### src/pms_pkg.sv
// Package for the power-good mask and synchronization select block.
// Assumes a single switching-clock domain; used by pms_core only through pms_pkg::name.
package pms_pkg;

   // ----------------------------------------------------------------
   // Register command codes and widths
   // ----------------------------------------------------------------
   localparam logic [7:0] CMD_POWER_OK_MASK_DELAY = 8'hE3;
   localparam logic [7:0] CMD_CLOCK_ALIGNMENT_SETUP = 8'hE4;
   localparam int unsigned DATA_W = 16;
   localparam int unsigned DLY_W = 16;

   // ----------------------------------------------------------------
   // Field positions
   // ----------------------------------------------------------------
   localparam int unsigned OFF_DLY_MSB = 15;
   localparam int unsigned OFF_DLY_LSB = 12;
   localparam int unsigned ON_DLY_MSB = 11;
   localparam int unsigned ON_DLY_LSB = 8;
   localparam int unsigned MASK_MSB = 7;
   localparam int unsigned MASK_LSB = 0;
   localparam int unsigned SYNC_DIR_MSB = 7;
   localparam int unsigned SYNC_DIR_LSB = 6;
   localparam int unsigned SYNC_EDGE_BIT = 5;

   // ----------------------------------------------------------------
   // Reset values and codes
   // ----------------------------------------------------------------
   localparam logic [15:0] POWER_OK_MASK_DELAY_RST = 16'h0000;
   localparam logic [7:0] CLOCK_ALIGNMENT_SETUP_RST = 8'h00;
   localparam logic [1:0] SYNC_DIR_OFF = 2'h0;
   localparam logic [1:0] SYNC_DIR_OUT = 2'h1;
   localparam logic [1:0] SYNC_DIR_IN = 2'h2;
   localparam logic [1:0] SYNC_DIR_AUTO = 2'h3;
   localparam logic SYNC_EDGE_FALL = 1'b0;
   localparam logic MASK_LETS_EVENT = 1'b0;
   localparam logic [3:0] DLY_CODE_MIN = 4'h0;
   localparam logic [15:0] DLY_ONE_CYCLE = 16'h0001;

   // ----------------------------------------------------------------
   // Timing
   // ----------------------------------------------------------------
   localparam logic [15:0] PWM_PERIOD_RST = 16'h0064;

   // Fault and warning inputs in mask-bit order, bit 7 first
   typedef struct packed {
      logic vout_ov_fault;
      logic vout_ov_warn;
      logic vout_uv_fault;
      logic vout_uv_warn;
      logic iout_oc_warn;
      logic iout_oc_fault;
      logic vin_ov_warn;
      logic vin_ov_fault;
   } pms_event_t;

   // Sync pin drive as one carrier
   typedef struct packed {
      logic drive;
      logic oe;
   } pms_pin_t;

   typedef enum logic [1:0] {
      ROLE_NONE,
      ROLE_SOURCE,
      ROLE_FOLLOW
   } pms_role_t;

   typedef enum logic [1:0] {
      PG_HIGH,
      PG_FALLING,
      PG_LOW,
      PG_RISING
   } pms_pg_state_t;

endpackage

### src/pms_core.sv
// Power-good masking with assert/release delays and sync pin role selection.
// Assumes i_clk_sys is the switching clock and all inputs are synchronous to it.

module pms_core (
   input wire logic i_clk_sys,
   input wire logic i_rst,
   input wire logic i_wr_en,
   input wire logic [7:0] i_wr_cmd,
   input wire logic [15:0] i_wr_data,
   input wire pms_pkg::pms_event_t i_event,
   input wire logic i_enable_cond,
   input wire logic i_sync_in,
   input wire logic [15:0] i_pwm_period,
   output logic [15:0] o_power_ok_mask_delay,
   output logic [7:0] o_clock_alignment_setup,
   output logic o_power_ok_output,
   output logic o_sync_out,
   output logic o_sync_oe,
   output logic o_pwm_start,
   output pms_pkg::pms_role_t o_sync_role
);

   // ----------------------------------------------------------------
   // Registers
   // ----------------------------------------------------------------
   logic [15:0] pg_cfg_reg;
   logic [7:0] sync_cfg_reg;

   always_ff @(posedge i_clk_sys) begin
      if (i_rst) begin
         pg_cfg_reg <= pms_pkg::POWER_OK_MASK_DELAY_RST;
      end else if (i_wr_en && i_wr_cmd == pms_pkg::CMD_POWER_OK_MASK_DELAY) begin
         pg_cfg_reg <= i_wr_data;
      end
   end

   always_ff @(posedge i_clk_sys) begin
      if (i_rst) begin
         sync_cfg_reg <= pms_pkg::CLOCK_ALIGNMENT_SETUP_RST;
      end else if (i_wr_en && i_wr_cmd == pms_pkg::CMD_CLOCK_ALIGNMENT_SETUP) begin
         sync_cfg_reg <= i_wr_data[7:0];
      end
   end

   assign o_power_ok_mask_delay = pg_cfg_reg;
   assign o_clock_alignment_setup = sync_cfg_reg;

   // ----------------------------------------------------------------
   // Event masking
   // ----------------------------------------------------------------
   logic [7:0] mask;
   logic [7:0] ev_bits;
   logic [7:0] ev_live;
   logic unmasked_any;

   assign mask = pg_cfg_reg[pms_pkg::MASK_MSB:pms_pkg::MASK_LSB];
   assign ev_bits = i_event;

   // Struct order puts each event on its mask bit
   for (genvar b = 0; b < 8; b++) begin : g_mask
      assign ev_live[b] = ev_bits[b] && (mask[b] == pms_pkg::MASK_LETS_EVENT);
   end

   assign unmasked_any = (|ev_live[7:6])
      || (|ev_live[5:4])
      || (|ev_live[3:2])
      || (|ev_live[1:0]);

   // ----------------------------------------------------------------
   // Power-good delays
   // ----------------------------------------------------------------
   function automatic logic [15:0] dly_cycles(input logic [3:0] code);
      logic [15:0] one;
      one = 16'h0001;
      if (code == pms_pkg::DLY_CODE_MIN) begin
         dly_cycles = pms_pkg::DLY_ONE_CYCLE;
      end else begin
         dly_cycles = (one << code) + one;
      end
   endfunction

   logic [15:0] off_cycles;
   logic [15:0] on_cycles;
   logic [15:0] pg_cnt_reg;
   pms_pkg::pms_pg_state_t pg_state_reg;

   assign off_cycles = dly_cycles(pg_cfg_reg[pms_pkg::OFF_DLY_MSB:pms_pkg::OFF_DLY_LSB]);
   assign on_cycles = dly_cycles(pg_cfg_reg[pms_pkg::ON_DLY_MSB:pms_pkg::ON_DLY_LSB]);

   // Counter restarts whenever the condition flips, so glitches shorter
   // than the delay never reach the pin.
   always_ff @(posedge i_clk_sys) begin
      if (i_rst) begin
         pg_state_reg <= pms_pkg::PG_HIGH;
         pg_cnt_reg <= 16'h0000;
         o_power_ok_output <= 1'b1;
      end else begin
         unique case (pg_state_reg)
            pms_pkg::PG_HIGH: begin
               pg_cnt_reg <= 16'h0001;
               if (unmasked_any) begin
                  if (off_cycles == pms_pkg::DLY_ONE_CYCLE) begin
                     pg_state_reg <= pms_pkg::PG_LOW;
                     o_power_ok_output <= 1'b0;
                  end else begin
                     pg_state_reg <= pms_pkg::PG_FALLING;
                  end
               end
            end
            pms_pkg::PG_FALLING: begin
               if (!unmasked_any) begin
                  pg_state_reg <= pms_pkg::PG_HIGH;
               end else if (pg_cnt_reg + 16'h0001 >= off_cycles) begin
                  pg_state_reg <= pms_pkg::PG_LOW;
                  o_power_ok_output <= 1'b0;
               end else begin
                  pg_cnt_reg <= pg_cnt_reg + 16'h0001;
               end
            end
            pms_pkg::PG_LOW: begin
               pg_cnt_reg <= 16'h0001;
               if (!unmasked_any) begin
                  if (on_cycles == pms_pkg::DLY_ONE_CYCLE) begin
                     pg_state_reg <= pms_pkg::PG_HIGH;
                     o_power_ok_output <= 1'b1;
                  end else begin
                     pg_state_reg <= pms_pkg::PG_RISING;
                  end
               end
            end
            pms_pkg::PG_RISING: begin
               if (unmasked_any) begin
                  pg_state_reg <= pms_pkg::PG_LOW;
               end else if (pg_cnt_reg + 16'h0001 >= on_cycles) begin
                  pg_state_reg <= pms_pkg::PG_HIGH;
                  o_power_ok_output <= 1'b1;
               end else begin
                  pg_cnt_reg <= pg_cnt_reg + 16'h0001;
               end
            end
         endcase
      end
   end

   // ----------------------------------------------------------------
   // Sync role selection
   // ----------------------------------------------------------------
   logic [1:0] sync_dir;
   logic enable_d_reg;
   logic auto_role_in_reg;

   assign sync_dir = sync_cfg_reg[pms_pkg::SYNC_DIR_MSB:pms_pkg::SYNC_DIR_LSB];

   // High pin at enable means another module already drives it
   always_ff @(posedge i_clk_sys) begin
      if (i_rst) begin
         enable_d_reg <= 1'b0;
         auto_role_in_reg <= 1'b0;
      end else begin
         enable_d_reg <= i_enable_cond;
         if (i_enable_cond && !enable_d_reg) begin
            auto_role_in_reg <= i_sync_in;
         end
      end
   end

   pms_pkg::pms_role_t role_next;

   always_comb begin
      unique case (sync_dir)
         pms_pkg::SYNC_DIR_OFF: role_next = pms_pkg::ROLE_NONE;
         pms_pkg::SYNC_DIR_OUT: role_next = pms_pkg::ROLE_SOURCE;
         pms_pkg::SYNC_DIR_IN: role_next = pms_pkg::ROLE_FOLLOW;
         pms_pkg::SYNC_DIR_AUTO: role_next = auto_role_in_reg ? pms_pkg::ROLE_FOLLOW
                                                            : pms_pkg::ROLE_SOURCE;
      endcase
   end

   always_ff @(posedge i_clk_sys) begin
      if (i_rst) begin
         o_sync_role <= pms_pkg::ROLE_NONE;
      end else begin
         o_sync_role <= role_next;
      end
   end

   // ----------------------------------------------------------------
   // Switching timebase and pin drive
   // ----------------------------------------------------------------
   logic sync_d_reg;
   logic ref_edge;
   logic [15:0] per_cnt_reg;
   logic per_wrap;
   pms_pkg::pms_pin_t pin_next;

   always_ff @(posedge i_clk_sys) begin
      if (i_rst) begin
         sync_d_reg <= 1'b0;
      end else begin
         sync_d_reg <= i_sync_in;
      end
   end

   assign ref_edge = (sync_cfg_reg[pms_pkg::SYNC_EDGE_BIT] == pms_pkg::SYNC_EDGE_FALL)
      ? (sync_d_reg && !i_sync_in) : (!sync_d_reg && i_sync_in);
   assign per_wrap = (per_cnt_reg + 16'h0001 >= i_pwm_period);

   // Following a reference: its edge restarts the period, the free run
   // covers a missing reference or one slower than i_pwm_period.
   always_ff @(posedge i_clk_sys) begin
      if (i_rst) begin
         per_cnt_reg <= 16'h0000;
         o_pwm_start <= 1'b0;
      end else if (o_sync_role == pms_pkg::ROLE_FOLLOW && ref_edge) begin
         per_cnt_reg <= 16'h0000;
         o_pwm_start <= 1'b1;
      end else if (per_wrap) begin
         per_cnt_reg <= 16'h0000;
         o_pwm_start <= 1'b1;
      end else begin
         per_cnt_reg <= per_cnt_reg + 16'h0001;
         o_pwm_start <= 1'b0;
      end
   end

   always_comb begin
      pin_next.oe = (o_sync_role == pms_pkg::ROLE_SOURCE);
      pin_next.drive = pin_next.oe && (per_cnt_reg < (i_pwm_period >> 1));
   end

   always_ff @(posedge i_clk_sys) begin
      if (i_rst) begin
         o_sync_oe <= 1'b0;
         o_sync_out <= 1'b0;
      end else begin
         o_sync_oe <= pin_next.oe;
         o_sync_out <= pin_next.drive;
      end
   end

endmodule // pms_core

### config.mk
export PLATFORM = sky130hd
export DESIGN_NAME = pms_core
export DESIGN_NICKNAME = d
export VERILOG_FILES = /design/src/pms_pkg.sv /design/src/pms_core.sv
export SDC_FILE = /design/constraint.sdc
export NUM_CORES = 1
export LEC_CHECK = 0
export ABC_AREA = 0
export ABC_CLOCK_PERIOD_IN_PS = 3970
export BUFFER_PORTS_ARGS = -buffer_cell sky130_fd_sc_hd__buf_2
export CAP_MARGIN = 20
export CORE_MARGIN = 5
export CORE_UTILIZATION = 55
export DETAILED_ROUTE_END_ITERATION = 7
export GPL_TIMING_DRIVEN = 0
export HOLD_SLACK_MARGIN = 0.1
export PLACE_DENSITY = 0.87
export SLEW_MARGIN = 30
export SYNTH_ARGS = -nofsm -noshare
export SYNTH_HDL_FRONTEND = slang
export SYNTH_SLANG_ARGS = --single-unit
### constraint.sdc
create_clock -name i_clk_sys -period 3.97 [get_ports i_clk_sys]
set_input_delay 0 -clock i_clk_sys [delete_from_list [all_inputs] [get_ports i_clk_sys]]
set_output_delay 0 -clock i_clk_sys [all_outputs]
set_load 0.03 [all_outputs]
# ---- After elaboration in Yosys (flattened, before gate mapping)
# Index checks and enable logic that the tools add are counted.
dict set report word_totals {
  memories 0
  ramBits 0
  word_cells 119
  ff_bits 67
  romBits 0
  in_bits 53
  latch_bits 0
}
dict set report op_classes {
  n_lt_le_gt_ge 4
  n_mul 0
  div 0
  mux 30
  eq_ne 24
  n_addsub 4
  shifts 2
  bitwise_logic 8
  n_reduce_logical 34
}
# operator n
set op_table {}
lappend op_table {{16-bit two-way mux} 6}
lappend op_table {{16-bit by 1-bit adder with 16-bit output (second input constant)} 4}
lappend op_table {{16-bit greater-or-equal comparator} 3}
lappend op_table {{16-bit case mux with 3 select lines} 1}
lappend op_table {{16-bit by 1-bit == test with 1-bit output (second input constant)} 2}
lappend op_table {{1-bit by 4-bit left shift with 16-bit output (first input constant)} 2}
lappend op_table {{2-bit inequality test (second input constant)} 10}
lappend op_table {{2-bit two-way mux} 9}
lappend op_table {{8-bit == test (second input constant)} 2}
lappend op_table {{16-bit by 15-bit less-than comparator with 1-bit output} 1}
lappend op_table {{2-bit case mux with 4 select lines} 2}
lappend op_table {{1-bit logical AND} 15}
lappend op_table {{1-bit two-way mux} 11}
lappend op_table {{2-bit == test (second input constant)} 5}
lappend op_table {{2-bit OR reduction} 5}
lappend op_table {{4-bit logical NOT} 2}
lappend op_table {{1-bit inverter} 8}
lappend op_table {{4-bit AND reduction} 2}
lappend op_table {{8-bit AND reduction} 1}
lappend op_table {{2-bit by 1-bit == test with 1-bit output (second input constant)} 3}
lappend op_table {{3-bit inequality test (second input constant)} 2}
lappend op_table {{2-bit logical NOT} 2}
lappend op_table {{1-bit case mux with 4 select lines} 1}
lappend op_table {{1-bit logical NOT} 3}
lappend op_table {{2 further kinds} 4}

# ---- Longest topological paths before layout
# Gate-level depths: netlist of the first run.
dict set report depth {
  word_depth 8
  depth_mapped 16
  ltp_nobuf 14
}

# ---- Worst setup path after synthesis of the first run
# No wires, ideal clock.
dict set report synth_timing {
  path_type {register to register}
  start {register pg_cfg_reg[8] (netlist: o_power_ok_mask_delay[8])}
  end {register pg_cnt_reg[10]}
  arrival_ns 3.292
  setup_slack_ns 0.607
  required_ns 3.900
  synth_period_minus_slack_ns 3.363
  n_path_buf 2
  stages_incl_launch_ff 16
  path_cell_list {dfxtp_1 -> clkbuf_1 -> nor2b_1 -> and2_1 -> ha_1 -> nor2b_1 -> mux2i_1 -> ha_1 -> a211o_1 -> a31oi_1 -> o221ai_1 -> a21oi_1 -> a22oi_2 -> buf_6 -> or3_1 -> a21oi_1}
}
dict set report synth_via {
  elab_chain_len 6
  elab_cells_between_ends 7
  classes_between {add/sub: 1; order compare: 1; eq/ne: 1; shift: 1; mux: 1; reduce/logical: 2}
}
# item line
set synth_lines {}
lappend synth_lines {{start: declaration} pms_core.sv:26} ;# logic [15:0] pg_cfg_reg;
lappend synth_lines {{start signal: assignment} pms_core.sv:31} ;# pg_cfg_reg <= pms_pkg::POWER_OK_MASK_DELAY_RST;
lappend synth_lines {{start signal: assignment} pms_core.sv:33} ;# pg_cfg_reg <= i_wr_data;
lappend synth_lines {{1-bit by 4-bit left shift with 16-bit output} pms_core.sv:78} ;# dly_cycles = (one << code) + one;
lappend synth_lines {{16-bit by 1-bit adder with 16-bit output} pms_core.sv:78}
lappend synth_lines {{16-bit two-way mux (*)} pms_core.sv:75} ;# if (code == pms_pkg::DLY_CODE_MIN) begin
lappend synth_lines {{16-bit greater-or-equal comparator (*)} pms_core.sv:134} ;# end else if (pg_cnt_reg + 16'h0001 >= on_cycles) begin
lappend synth_lines {{2-bit inequality test (no source line) (*)} n/a}
lappend synth_lines {{4-bit AND reduction (no source line) (*)} n/a}
lappend synth_lines {{end signal: assignment} pms_core.sv:117} ;# pg_cnt_reg <= pg_cnt_reg + 16'h0001;
lappend synth_lines {{end signal: assignment} pms_core.sv:138} ;# pg_cnt_reg <= pg_cnt_reg + 16'h0001;
lappend synth_lines {{end: declaration} pms_core.sv:84} ;# logic [15:0] pg_cnt_reg;
# Mark *: on every way between the ends. The rest lies on a longest branch, timed or not.
# A chain may end at the register's enable or synchronous reset.

# ---- Worst setup path in the final report of the first run
dict set report layout_timing {
  start {register pg_cnt_reg[6]}
  end {register pg_cnt_reg[11]}
}
dict set report layout_via {
  elab_chain_len 4
  elab_cells_between_ends 11
  classes_between {add/sub: 1; order compare: 2; eq/ne: 2; mux: 5; reduce/logical: 1}
}
# item line
set layout_lines {}
lappend layout_lines {{16-bit by 1-bit adder with 16-bit output (*)} n/a}
lappend layout_lines {{16-bit greater-or-equal comparator, or another cell as far along} pms_core.sv:134}
lappend layout_lines {{2-bit inequality test (no source line), or another cell as far along} n/a}
lappend layout_lines {{4-bit AND reduction (no source line) / 16-bit case mux with 3 select lines (equally long branches)} n/a}
# Mark *: on every way between the ends. The rest lies on a longest branch, timed or not. The select of a mux whose other input is x is not followed.

==> run_summary.xml, run 1 <==
<?xml version="1.0" encoding="UTF-8"?>
<metrics>
  <group name="global_route">
    <metric name="globalRoute.totalOverflow" unit="">0</metric>
    <metric name="grt_use_total" unit="%">24.5</metric>
    <metric name="grt_antenna_before_repair" unit="">0</metric>
    <metric name="first_global_vias" unit="">4628</metric>
    <metric name="grt_max_degree" unit="">14</metric>
    <metric name="grt_pass1_wl" unit="um">20800</metric>
  </group>
  <group name="worst_setup_path">
    <metric name="worst_setup_path_end_kind" unit="">flop</metric>
    <metric name="worstSetupPathType" unit="">flop to flop</metric>
    <metric name="cp.arrival" unit="ps">4140</metric>
    <metric name="timing.critical_path.fanout_max" unit="">9</metric>
    <metric name="cpMaxStageDelayCell" unit="">sky130_fd_sc_hd__a2111o_1</metric>
    <metric name="crit_required" unit="ps">4250</metric>
    <metric name="timing.critical_path.slowest_cell_delay" unit="ps">410</metric>
    <metric name="worstPathCellList" unit="">and3_1 -&gt; nand4_1 -&gt; nor4_2 -&gt; xor2_1 -&gt; ha_1 -&gt; a211oi_2 -&gt; o21ai_1 -&gt; a2111o_1 -&gt; o31ai_4 -&gt; a22oi_2 -&gt; buf_4 -&gt; or4_1 -&gt; a21oi_1</metric>
    <metric name="start_kind" unit="">flop</metric>
  </group>
  <group name="placed_design">
    <metric name="placedCellCount" unit="">746</metric>
    <metric name="dpl-instance-area" unit="sq um">5250</metric>
    <metric name="port-buffer-count" unit="">81</metric>
    <metric name="gp_congestion" unit="">0.876</metric>
    <metric name="dp_worst_setup_slack" unit="ps">-59.1</metric>
    <metric name="dp_hpwl" unit="um">9130</metric>
  </group>
  <group name="clock_network">
    <metric name="clock_insertion_delay_worst_skew" unit="ps">360</metric>
    <metric name="cts.reportedPaths.clkPinSlew" unit="ps">90</metric>
    <metric name="tritoncts_num_sinks" unit="">67</metric>
    <metric name="clockRootBuffer" unit="">sky130_fd_sc_hd__clkbuf_8</metric>
    <metric name="cts_made_buffers" unit="">9</metric>
    <metric name="cts_tree" unit="">yes</metric>
    <metric name="clockBufferDepth" unit="">2</metric>
    <metric name="ctsHtreeMaxLevel" unit="">3</metric>
  </group>
  <group name="timing">
    <metric name="slew_viol_final" unit="">0</metric>
    <metric name="finalCritPeriodShare" unit="%">97.2</metric>
    <metric name="worst-slew-pin-transition" unit="ps">719</metric>
    <metric name="timing.fmax" unit="MHz">259</metric>
    <metric name="fin_hold_ws" unit="ps">156</metric>
    <metric name="worst_clock_skew" unit="ps">17.4</metric>
    <metric name="setup-violations-final" unit="">0</metric>
    <metric name="final_worst_path_setup_slack" unit="ps">110</metric>
    <metric name="maxSlewHeadroom" unit="%">51.8</metric>
    <metric name="final-hold-violation-count" unit="">0</metric>
    <metric name="finalWorstPathRequiredPeriod" unit="ps">3860</metric>
    <metric name="unrepaired_setup_endpoints_after_global_routing" unit="">true</metric>
  </group>
  <group name="power">
    <metric name="pwr_density_cell" unit="nW/um^2">256</metric>
    <metric name="irDropWorstVdd" unit="V">0.000260</metric>
    <metric name="leakage_dissipation" unit="nW">2.71</metric>
  </group>
  <group name="synthesis">
    <metric name="synthesis.area" unit="sq um">4710</metric>
    <metric name="synth.distinct_cells" unit="">55</metric>
    <metric name="synthXorXnorAreaFrac" unit="%">5.58</metric>
    <metric name="synth-simple-area-share" unit="%">22.2</metric>
    <metric name="synth_adder_area_share" unit="%">17.5</metric>
    <metric name="ys.warnings.count" unit="">0</metric>
    <metric name="post_synth_mux_area_share" unit="%">6.62</metric>
    <metric name="synthFlopType" unit="">sky130_fd_sc_hd__dfxtp_1</metric>
    <metric name="area_fraction_in_compound_gates_after_synthesis" unit="%">14.4</metric>
    <metric name="synth_edf_count" unit="">0</metric>
    <metric name="post_synth_inst_count" unit="">559</metric>
    <metric name="seq_area_frac_synth" unit="%">28.5</metric>
    <metric name="ys_seq_elements" unit="">67</metric>
    <metric name="synth.avg_cell_area" unit="sq um">8.42</metric>
    <metric name="combinational_family_with_the_most_area_after_synthesis" unit="">simple AND/OR/NAND/NOR gates</metric>
    <metric name="async_flop_share" unit="%">0</metric>
  </group>
  <group name="detailed_routing">
    <metric name="detailroute.via_count" unit="">4596</metric>
    <metric name="final_antenna_net_count" unit="">0</metric>
    <metric name="drt-initial-drc-count" unit="">288</metric>
    <metric name="mean_routed_wirelength_per_cell" unit="um">16.4</metric>
    <metric name="drt-pass1-iter-count" unit="">5</metric>
    <metric name="route.final.wire_length" unit="um">12900</metric>
    <metric name="drc" unit="">0</metric>
    <metric name="via_cell_ratio" unit="">5.83</metric>
  </group>
  <group name="status">
    <metric name="status" unit="">finished, final reports clean</metric>
  </group>
  <group name="final_layout">
    <metric name="final_common_cell" unit="">sky130_fd_sc_hd__buf_2</metric>
    <metric name="filler_cell_count" unit="">600</metric>
    <metric name="final_design_area_no_fill" unit="sq um">5740</metric>
    <metric name="area_delta_synth_final" unit="%">21.8</metric>
    <metric name="diodes" unit="">0</metric>
    <metric name="layout.nets" unit="">797</metric>
    <metric name="fin_cells" unit="">788</metric>
    <metric name="final_core_utilization" unit="%">69.1</metric>
    <metric name="mostFrequentLayoutCells" unit="">83 x sky130_fd_sc_hd__buf_2, 66 x sky130_fd_sc_hd__ha_1, 64 x sky130_fd_sc_hd__dfxtp_1</metric>
    <metric name="share_of_layout_cells_above_drive_strength_1" unit="%">18.0</metric>
  </group>
  <group name="die">
    <metric name="die_x" unit="um">103</metric>
    <metric name="boundaryPins" unit="">83</metric>
    <metric name="row_count" unit="">33</metric>
    <metric name="dieHeight" unit="um">103</metric>
    <metric name="coreArea" unit="sq um">8300</metric>
    <metric name="fp.dieArea" unit="sq um">10500</metric>
    <metric name="floorplan.initialDensity" unit="%">56.7</metric>
  </group>
  <group name="flow_run">
    <metric name="max_cap_violations" unit="">0</metric>
  </group>
  <group name="worst_hold_path">
    <metric name="worstHoldPathType" unit="">input port to flop</metric>
  </group>
</metrics>
[per-layer routing]
layer	global-route usage [%]	up-vias	share of wire, %
li1	-	2229	-
met1	27.7	2151	40
met2	44.4	180	51
met3	4.74	36	6.1
met4	10.8	0	3.1
met5	0	-	0
[cell type report]
type / count / area (sq um) / share of cell area (%)
multi-input cells: 435 / 3160 / 55.0
well taps: 105 / 131 / 2.29
clock buffers: 9 / 124 / 2.16
clock inverters: 7 / 76.3 / 1.33
repair buffers: 108 / 666 / 11.6
plain buffers: 21 / 104 / 1.81
flip-flops and latches: 67 / 1350 / 23.4
inverters: 36 / 135 / 2.36
[synth_stat cells, drive strengths merged, types with 11 or more instances]
cell	count	share of area, %
nor2	53	4.2
inv	36	2.9
xnor2	15	2.8
or3	11	1.5
nand4	13	1.7
dfxtp	67	28
nand2	32	2.6
xor2	15	2.8
nand3	26	2.8
clkbuf	18	1.4
nor2b	29	3.9
ha	66	18
a21oi	31	3.3
mux2i	30	6.4
o21ai	21	2.2
[worst max-delay path: cells and delay by family (launching register included)]
| family | cells | cell delay (ps) |
|---|---|---|
| fa+ha+maj | 1 | 320 |
| flops | 1 | 400 |
| buf+inv | 1 | 180 |
| simple gates | 4 | 1250 |
| compound gates | 6 | 1310 |
| xor+xnor | 1 | 310 |
[where the power goes]
| group | total [mW] | switching [mW] | internal, mW |
|---|---|---|---|
| Combinational | 0.172 | 0.0882 | 0.0835 |
| Clock | 0.611 | 0.316 | 0.295 |
| Sequential | 0.687 | 0.00749 | 0.680 |
| Total | 1.47 | 0.412 | 1.06 |
[path summary, 6_finish.rpt]
| kind | to | startpoint | slack, ps | depth (start not counted) |
|---|---|---|---|---|
| setup reg to reg | pg_cnt_reg[11] | pg_cnt_reg[6] | 110 | 13 |
| hold / removal | o_power_ok_mask_delay[7] | i_wr_cmd[1] | 160 | 5 |
| hold reg to reg | pg_cnt_reg[11] | pg_cnt_reg[11] | 500 | 2 |
| setup / recovery | pg_cnt_reg[11] | pg_cnt_reg[6] | 110 | 13 |
[repair_timing]
item / in CTS / in global routing
resized for setup: 1 / 16
pin swaps: 1 / 2
hold buffers: 23 / 0
buffers inserted: 1 / 3
endpoints found under the hold margin: 27 / 0
setup endpoints to repair: 5 / 16
cloned: 0 / 0
[metrics by stage]
step / TNS, ps / total power, mW
2_1_floorplan: 0 / 0.794
3_3_place_gp: 0 / 0.844
3_5_place_dp: -103 / 0.851
4_1_cts: 0 / 1.46
5_1_grt: -189 / 1.52
6_report: 0 / 1.47
[cells by family (layout without fill, tap and decap cells)]
logic type / count (synthesis) / count (layout)
adder cells (fa/ha/maj): 66 / 66
buffers and inverters: 58 / 181
multiplexers: 31 / 31
other: 1 / 2
AO/OA/AOI/OAI: 101 / 101
AND/OR/NAND/NOR: 205 / 205
XOR/XNOR: 30 / 30
flip-flops: 67 / 67
No activity file was read; power rests on OpenSTA's default activity.
==> run 2, diff against run 1 <==
SETUP_SLACK_MARGIN = 0.3   (was unset)
==> run 2 against run 1 <==
- maximum frequency up 6.3%
- power grew 0.34%
- worst setup slack improved by 230 ps
- critical path type unchanged
- sequential share of layout area down 0.72 points
- critical endpoint is now pg_cnt_reg[4]
- register-to-register slack better by 230 ps
- largest cell class unchanged
- non-clock buffer count up 8
- critical path depth increased by 1
- first-iteration DRC count down 1.0%
- combinational power rose by 6%
- final cell count grew 1.0%
==> run_summary.xml, run 2 (same netlist as run 1, synthesis figures left out) <==
<?xml version="1.0" encoding="UTF-8"?>
<metrics>
  <group name="power">
    <metric name="leakage_dissipation" unit="nW">2.80</metric>
    <metric name="clkPwrFrac" unit="%">41.2</metric>
    <metric name="p_seq_share" unit="%">46.4</metric>
    <metric name="power.switching_fraction" unit="%">28.1</metric>
    <metric name="pwr_density_cell" unit="nW/um^2">246</metric>
    <metric name="internal-power" unit="mW">1.06</metric>
    <metric name="irDropWorstVdd" unit="V">0.000262</metric>
    <metric name="comb_power_share" unit="%">12.4</metric>
    <metric name="p_switching" unit="mW">0.414</metric>
  </group>
  <group name="worst_setup_path">
    <metric name="crit_required" unit="ps">4230</metric>
    <metric name="worstSetupPathType" unit="">flop to flop</metric>
    <metric name="count_of_buffer_and_inverter_cells_on_the_critical_path" unit="">2</metric>
    <metric name="cp.arrival" unit="ps">3890</metric>
    <metric name="timing.critical_path.slowest_cell_delay" unit="ps">390</metric>
    <metric name="cpMaxStageDelayCell" unit="">sky130_fd_sc_hd__dfxtp_4</metric>
    <metric name="start_kind" unit="">flop</metric>
    <metric name="worst_setup_path_end_kind" unit="">flop</metric>
    <metric name="cp_top_family" unit="">compound AO/OA/AOI/OAI gates</metric>
    <metric name="timing.critical_path.fanout_max" unit="">9</metric>
    <metric name="worstPathCellList" unit="">nand3_2 -&gt; or2_1 -&gt; buf_2 -&gt; nor4_4 -&gt; xor2_2 -&gt; ha_4 -&gt; a211oi_2 -&gt; o21ai_1 -&gt; a2111o_1 -&gt; o31ai_4 -&gt; a22oi_2 -&gt; buf_4 -&gt; or3_1 -&gt; a21oi_1</metric>
  </group>
  <group name="detailed_routing">
    <metric name="final_antenna_net_count" unit="">0</metric>
    <metric name="drt-pass1-iter-count" unit="">7</metric>
    <metric name="route.final.wire_length" unit="um">13900</metric>
    <metric name="drt-initial-drc-count" unit="">285</metric>
    <metric name="mean_routed_wirelength_per_cell" unit="um">17.5</metric>
    <metric name="via_cell_ratio" unit="">5.97</metric>
    <metric name="detailroute.via_count" unit="">4756</metric>
    <metric name="drc" unit="">0</metric>
  </group>
  <group name="timing">
    <metric name="finalWorstPathRequiredPeriod" unit="ps">3630</metric>
    <metric name="worst-slew-pin-transition" unit="ps">735</metric>
    <metric name="worst_clock_skew" unit="ps">14.4</metric>
    <metric name="maxSlewHeadroom" unit="%">50.8</metric>
    <metric name="timing.fmax" unit="MHz">275</metric>
    <metric name="unrepaired_setup_endpoints_after_global_routing" unit="">true</metric>
    <metric name="finalCritPeriodShare" unit="%">91.5</metric>
    <metric name="final-hold-violation-count" unit="">0</metric>
    <metric name="fin_hold_ws" unit="ps">156</metric>
    <metric name="final_worst_path_setup_slack" unit="ps">339</metric>
    <metric name="slew_viol_final" unit="">0</metric>
    <metric name="setup-violations-final" unit="">0</metric>
  </group>
  <group name="clock_network">
    <metric name="clock_insertion_delay_worst_skew" unit="ps">360</metric>
    <metric name="cts_made_buffers" unit="">9</metric>
    <metric name="clockBufferDepth" unit="">2</metric>
    <metric name="ctsHtreeMaxLevel" unit="">3</metric>
    <metric name="clockRootBuffer" unit="">sky130_fd_sc_hd__clkbuf_8</metric>
    <metric name="tritoncts_num_sinks" unit="">67</metric>
    <metric name="cts.reportedPaths.clkPinSlew" unit="ps">90</metric>
    <metric name="cts_tree" unit="">yes</metric>
  </group>
  <group name="placed_design">
    <metric name="dp_hpwl" unit="um">9130</metric>
    <metric name="dp_worst_setup_slack" unit="ps">-59.1</metric>
    <metric name="port-buffer-count" unit="">81</metric>
    <metric name="gp_congestion" unit="">0.876</metric>
    <metric name="dpl-instance-area" unit="sq um">5250</metric>
    <metric name="placedCellCount" unit="">746</metric>
  </group>
  <group name="final_layout">
    <metric name="mostFrequentLayoutCells" unit="">83 x sky130_fd_sc_hd__buf_2, 61 x sky130_fd_sc_hd__ha_1, 60 x sky130_fd_sc_hd__dfxtp_1</metric>
    <metric name="final_design_area_no_fill" unit="sq um">6000</metric>
    <metric name="final_common_cell" unit="">sky130_fd_sc_hd__buf_2</metric>
    <metric name="area_delta_synth_final" unit="%">27.3</metric>
    <metric name="filler_cell_count" unit="">522</metric>
    <metric name="share_of_layout_cells_above_drive_strength_1" unit="%">24.0</metric>
    <metric name="layout.nets" unit="">805</metric>
    <metric name="diodes" unit="">0</metric>
    <metric name="fin_cells" unit="">796</metric>
    <metric name="final_core_utilization" unit="%">72.3</metric>
  </group>
  <group name="global_route">
    <metric name="grt_max_degree" unit="">14</metric>
    <metric name="grt_antenna_before_repair" unit="">0</metric>
    <metric name="first_global_vias" unit="">4749</metric>
    <metric name="globalRoute.totalOverflow" unit="">0</metric>
    <metric name="grt_use_total" unit="%">25.4</metric>
    <metric name="grt_pass1_wl" unit="um">21500</metric>
  </group>
  <group name="die">
    <metric name="row_count" unit="">33</metric>
    <metric name="fp.dieArea" unit="sq um">10500</metric>
    <metric name="coreArea" unit="sq um">8300</metric>
    <metric name="boundaryPins" unit="">83</metric>
    <metric name="dieHeight" unit="um">103</metric>
    <metric name="floorplan.initialDensity" unit="%">56.7</metric>
    <metric name="die_x" unit="um">103</metric>
  </group>
  <group name="status">
    <metric name="status" unit="">finished, final reports clean</metric>
  </group>
  <group name="flow_run">
    <metric name="max_cap_violations" unit="">0</metric>
  </group>
  <group name="worst_hold_path">
    <metric name="worstHoldPathType" unit="">input port to flop</metric>
  </group>
</metrics>
## run 2: metal layers
layer / track usage, % / share of wire [%] / up-vias
met5: 0 / 0 / -
met4: 12.4 / 3.3 / 0
met3: 5.41 / 6.8 / 46
met2: 45.5 / 52 / 242
met1: 28.3 / 38 / 2233
li1: - / - / 2235
## run 2: cell type report
class                   instances  area (sq um)  area share (%)
clock buffers                   9           124            2.07
well taps                     105           131            2.19
plain buffers                  22           133            2.21
multi-input cells             435          3320            55.3
inverters                      36           135            2.25
clock inverters                 7          76.3            1.27
repair buffers                115           718            12.0
flip-flops and latches         67          1360            22.7
## run 2: power by group through the flow
stage | Combinational, mW | Clock, mW | Sequential, mW
6_report | 0.182 | 0.608 | 0.684
2_1_floorplan | 0.0907 | 0 | 0.704
3_5_place_dp | 0.148 | 0 | 0.702
5_1_grt | 0.199 | 0.644 | 0.685
3_3_place_gp | 0.142 | 0 | 0.702
4_1_cts | 0.172 | 0.604 | 0.687
## run 2: path summary, 6_finish.rpt
| kind | cells past startpoint | slack [ps] | startpoint | end |
|---|---|---|---|---|
| worst min register to register | 1 | 500 | auto_role_in_reg | o_sync_role[0] |
| worst min-delay path | 5 | 160 | i_wr_cmd[1] | o_power_ok_mask_delay[7] |
| worst max-delay path | 14 | 340 | pg_cnt_reg[0] | pg_cnt_reg[4] |
| worst max register to register | 14 | 340 | pg_cnt_reg[0] | pg_cnt_reg[4] |
## run 2: metrics by stage
stage	setup TNS [ps]	total power [mW]
floorplan	0	0.794
global placement	0	0.844
detailed placement	-103	0.851
CTS	0	1.46
global route	0	1.53
finish	0	1.47
## run 2: repair_timing
item                                    in CTS  in global routing
gates resized for setup                     21                 51
pin swaps                                    7                 15
endpoints found under the hold margin       27                  0
buffers inserted                             6                  5
gates cloned                                 0                  0
hold buffers                                23                  0
endpoints found under the setup margin      16                 26
## run 2: tightest hold or removal path, stage by stage
cell                      delay (ps)
sky130_fd_sc_hd__buf_2           100
sky130_fd_sc_hd__nand2_1          60
sky130_fd_sc_hd__nor3_2          100
sky130_fd_sc_hd__mux2i_1         140
sky130_fd_sc_hd__nor2_1           80
==> run 3, diff against run 2 <==
ABC_CLOCK_PERIOD_IN_PS = 4650   (was 3970)
clock period = 4.65 ns   (was 3.97 ns; I/O delays follow)
==> run 3 against run 2 <==
- design area fell by 5.3%
- largest cell class unchanged
- highest routed layer unchanged
- maximum frequency down 11%
- critical endpoint is now pg_cnt_reg[15]
- global-route usage shrank 0.86 points
==> run_summary.xml, run 3 (same netlist as run 1, synthesis figures left out) <==
<?xml version="1.0" encoding="UTF-8"?>
<metrics>
  <group name="placed_design">
    <metric name="gp_congestion" unit="">0.876</metric>
    <metric name="dp_worst_setup_slack" unit="ps">621</metric>
    <metric name="placedCellCount" unit="">746</metric>
    <metric name="port-buffer-count" unit="">81</metric>
    <metric name="dp_hpwl" unit="um">9130</metric>
  </group>
  <group name="power">
    <metric name="pwr_density_cell" unit="nW/um^2">221</metric>
    <metric name="pwr_total" unit="mW">1.26</metric>
    <metric name="irDropWorstVdd" unit="V">0.000223</metric>
    <metric name="leakage_dissipation" unit="nW">2.67</metric>
  </group>
  <group name="worst_setup_path">
    <metric name="worst_setup_path_end_kind" unit="">flop</metric>
    <metric name="cp.arrival" unit="ps">4330</metric>
    <metric name="worstSetupPathType" unit="">flop to flop</metric>
    <metric name="start_kind" unit="">flop</metric>
    <metric name="cp_top_family" unit="">simple AND/OR/NAND/NOR gates</metric>
    <metric name="cpMaxStageDelayCell" unit="">sky130_fd_sc_hd__dfxtp_1</metric>
    <metric name="timing.critical_path.slowest_cell_delay" unit="ps">450</metric>
    <metric name="count_of_buffer_and_inverter_cells_on_the_critical_path" unit="">2</metric>
    <metric name="worstPathCellList" unit="">ha_1 -&gt; nand3_1 -&gt; nor2_1 -&gt; and2_1 -&gt; nand3_1 -&gt; xnor2_1 -&gt; ha_1 -&gt; nand4_1 -&gt; a2111oi_2 -&gt; o31ai_4 -&gt; a22oi_2 -&gt; buf_6 -&gt; buf_4 -&gt; mux2i_1 -&gt; nor2_1</metric>
    <metric name="crit_required" unit="ps">4880</metric>
    <metric name="timing.critical_path.fanout_max" unit="">10</metric>
  </group>
  <group name="detailed_routing">
    <metric name="via_cell_ratio" unit="">5.85</metric>
    <metric name="drt-pass1-iter-count" unit="">5</metric>
    <metric name="detailroute.via_count" unit="">4593</metric>
    <metric name="route.final.wire_length" unit="um">12900</metric>
    <metric name="drc" unit="">0</metric>
    <metric name="final_antenna_net_count" unit="">0</metric>
    <metric name="drt-initial-drc-count" unit="">266</metric>
    <metric name="mean_routed_wirelength_per_cell" unit="um">16.4</metric>
  </group>
  <group name="timing">
    <metric name="final_worst_path_setup_slack" unit="ps">547</metric>
    <metric name="worst-slew-pin-transition" unit="ps">713</metric>
    <metric name="timing.fmax" unit="MHz">244</metric>
    <metric name="finalWorstPathRequiredPeriod" unit="ps">4100</metric>
    <metric name="unrepaired_setup_endpoints_after_global_routing" unit="">false</metric>
    <metric name="slew_viol_final" unit="">0</metric>
    <metric name="worst_clock_skew" unit="ps">19.6</metric>
    <metric name="setup-violations-final" unit="">0</metric>
    <metric name="setup_total_negative_slack" unit="ps">0</metric>
    <metric name="finalCritPeriodShare" unit="%">88.2</metric>
    <metric name="final-hold-violation-count" unit="">0</metric>
    <metric name="maxSlewHeadroom" unit="%">52.2</metric>
  </group>
  <group name="final_layout">
    <metric name="filler_cell_count" unit="">609</metric>
    <metric name="final_common_cell" unit="">sky130_fd_sc_hd__buf_2</metric>
    <metric name="area_delta_synth_final" unit="%">20.6</metric>
    <metric name="layout.nets" unit="">794</metric>
    <metric name="fin_cells" unit="">785</metric>
    <metric name="share_of_layout_cells_above_drive_strength_1" unit="%">15.7</metric>
    <metric name="diodes" unit="">0</metric>
    <metric name="mostFrequentLayoutCells" unit="">82 x sky130_fd_sc_hd__buf_2, 67 x sky130_fd_sc_hd__dfxtp_1, 66 x sky130_fd_sc_hd__ha_1</metric>
  </group>
  <group name="worst_hold_path">
    <metric name="worstHoldPathType" unit="">input port to flop</metric>
  </group>
  <group name="die">
    <metric name="die_x" unit="um">103</metric>
    <metric name="coreArea" unit="sq um">8300</metric>
    <metric name="boundaryPins" unit="">83</metric>
    <metric name="fp.dieArea" unit="sq um">10500</metric>
    <metric name="floorplan.initialDensity" unit="%">56.7</metric>
    <metric name="row_count" unit="">33</metric>
    <metric name="dieHeight" unit="um">103</metric>
  </group>
  <group name="global_route">
    <metric name="grt_pass1_wl" unit="um">20800</metric>
    <metric name="grt_max_degree" unit="">14</metric>
    <metric name="grt_antenna_before_repair" unit="">0</metric>
    <metric name="first_global_vias" unit="">4657</metric>
    <metric name="grt_use_total" unit="%">24.5</metric>
    <metric name="globalRoute.totalOverflow" unit="">0</metric>
  </group>
  <group name="clock_network">
    <metric name="clockRootBuffer" unit="">sky130_fd_sc_hd__clkbuf_8</metric>
    <metric name="cts_made_buffers" unit="">9</metric>
    <metric name="tritoncts_num_sinks" unit="">67</metric>
    <metric name="cts.reportedPaths.clkPinSlew" unit="ps">90</metric>
    <metric name="ctsHtreeMaxLevel" unit="">3</metric>
    <metric name="clock_insertion_delay_worst_skew" unit="ps">360</metric>
    <metric name="cts_tree" unit="">yes</metric>
    <metric name="clockBufferDepth" unit="">2</metric>
  </group>
  <group name="flow_run">
    <metric name="max_cap_violations" unit="">0</metric>
  </group>
  <group name="status">
    <metric name="status" unit="">finished, final reports clean</metric>
  </group>
</metrics>
[run 3: layout make-up]
type	instances	area (sq um)	share of cell area [%]
flip-flops and latches	67	1340	23.6
multi-input cells	435	3130	55.2
repair buffers	104	636	11.2
well taps	105	131	2.31
inverters	36	135	2.38
clock buffers	9	124	2.18
clock inverters	7	76.3	1.34
plain buffers	22	103	1.81
[run 3: worst min-delay path, stage by stage]
cell	delay (ps)
sky130_fd_sc_hd__buf_2	100
sky130_fd_sc_hd__nand2_1	60
sky130_fd_sc_hd__nor3_2	100
sky130_fd_sc_hd__mux2i_1	130
sky130_fd_sc_hd__nor2_1	80
[run 3: timing repair]
item | in CTS | in global routing
hold buffers | 23 | 0
hold endpoints to repair | 27 | 0
setup buffers | 0 | 0
resized for setup | 0 | 0
[run 3: report_power, final]
part,internal (mW),leakage (nW),switching [mW]
combinational,0.0703,2.03,0.0745
sequential,0.580,0.542,0.00622
clock,0.252,0.0962,0.273
[run 3: per-stage QoR]
stage | cell area (sq um) | hold WS (ps) | util [%]
3_5_place_dp | 5250 | 235 | 63.3
4_1_cts | 5680 | 146 | 68.4
2_1_floorplan | 4710 | 128 | -
5_1_grt | 5680 | 179 | 68.4
3_3_place_gp | 5250 | 225 | 63.3
6_report | 5680 | 159 | 68.4
[run 3: layer usage]
layer / part of all wire, % / vias up / track usage (%)
met5: 0 / - / 0
met4: 2.8 / 0 / 10.9
met3: 6.6 / 38 / 5.55
met2: 51 / 193 / 44.3
met1: 40 / 2138 / 27.4
li1: - / 2224 / -
[run 3: final timing paths]
| path | from | to | slack (ps) | cells past startpoint |
|---|---|---|---|---|
| max | pg_cnt_reg[0] | pg_cnt_reg[15] | 550 | 15 |
| min | i_wr_cmd[1] | o_power_ok_mask_delay[7] | 160 | 5 |
| max reg2reg | pg_cnt_reg[0] | pg_cnt_reg[15] | 550 | 15 |
| min reg2reg | o_clock_alignment_setup[7] | o_sync_role[0] | 490 | 1 |
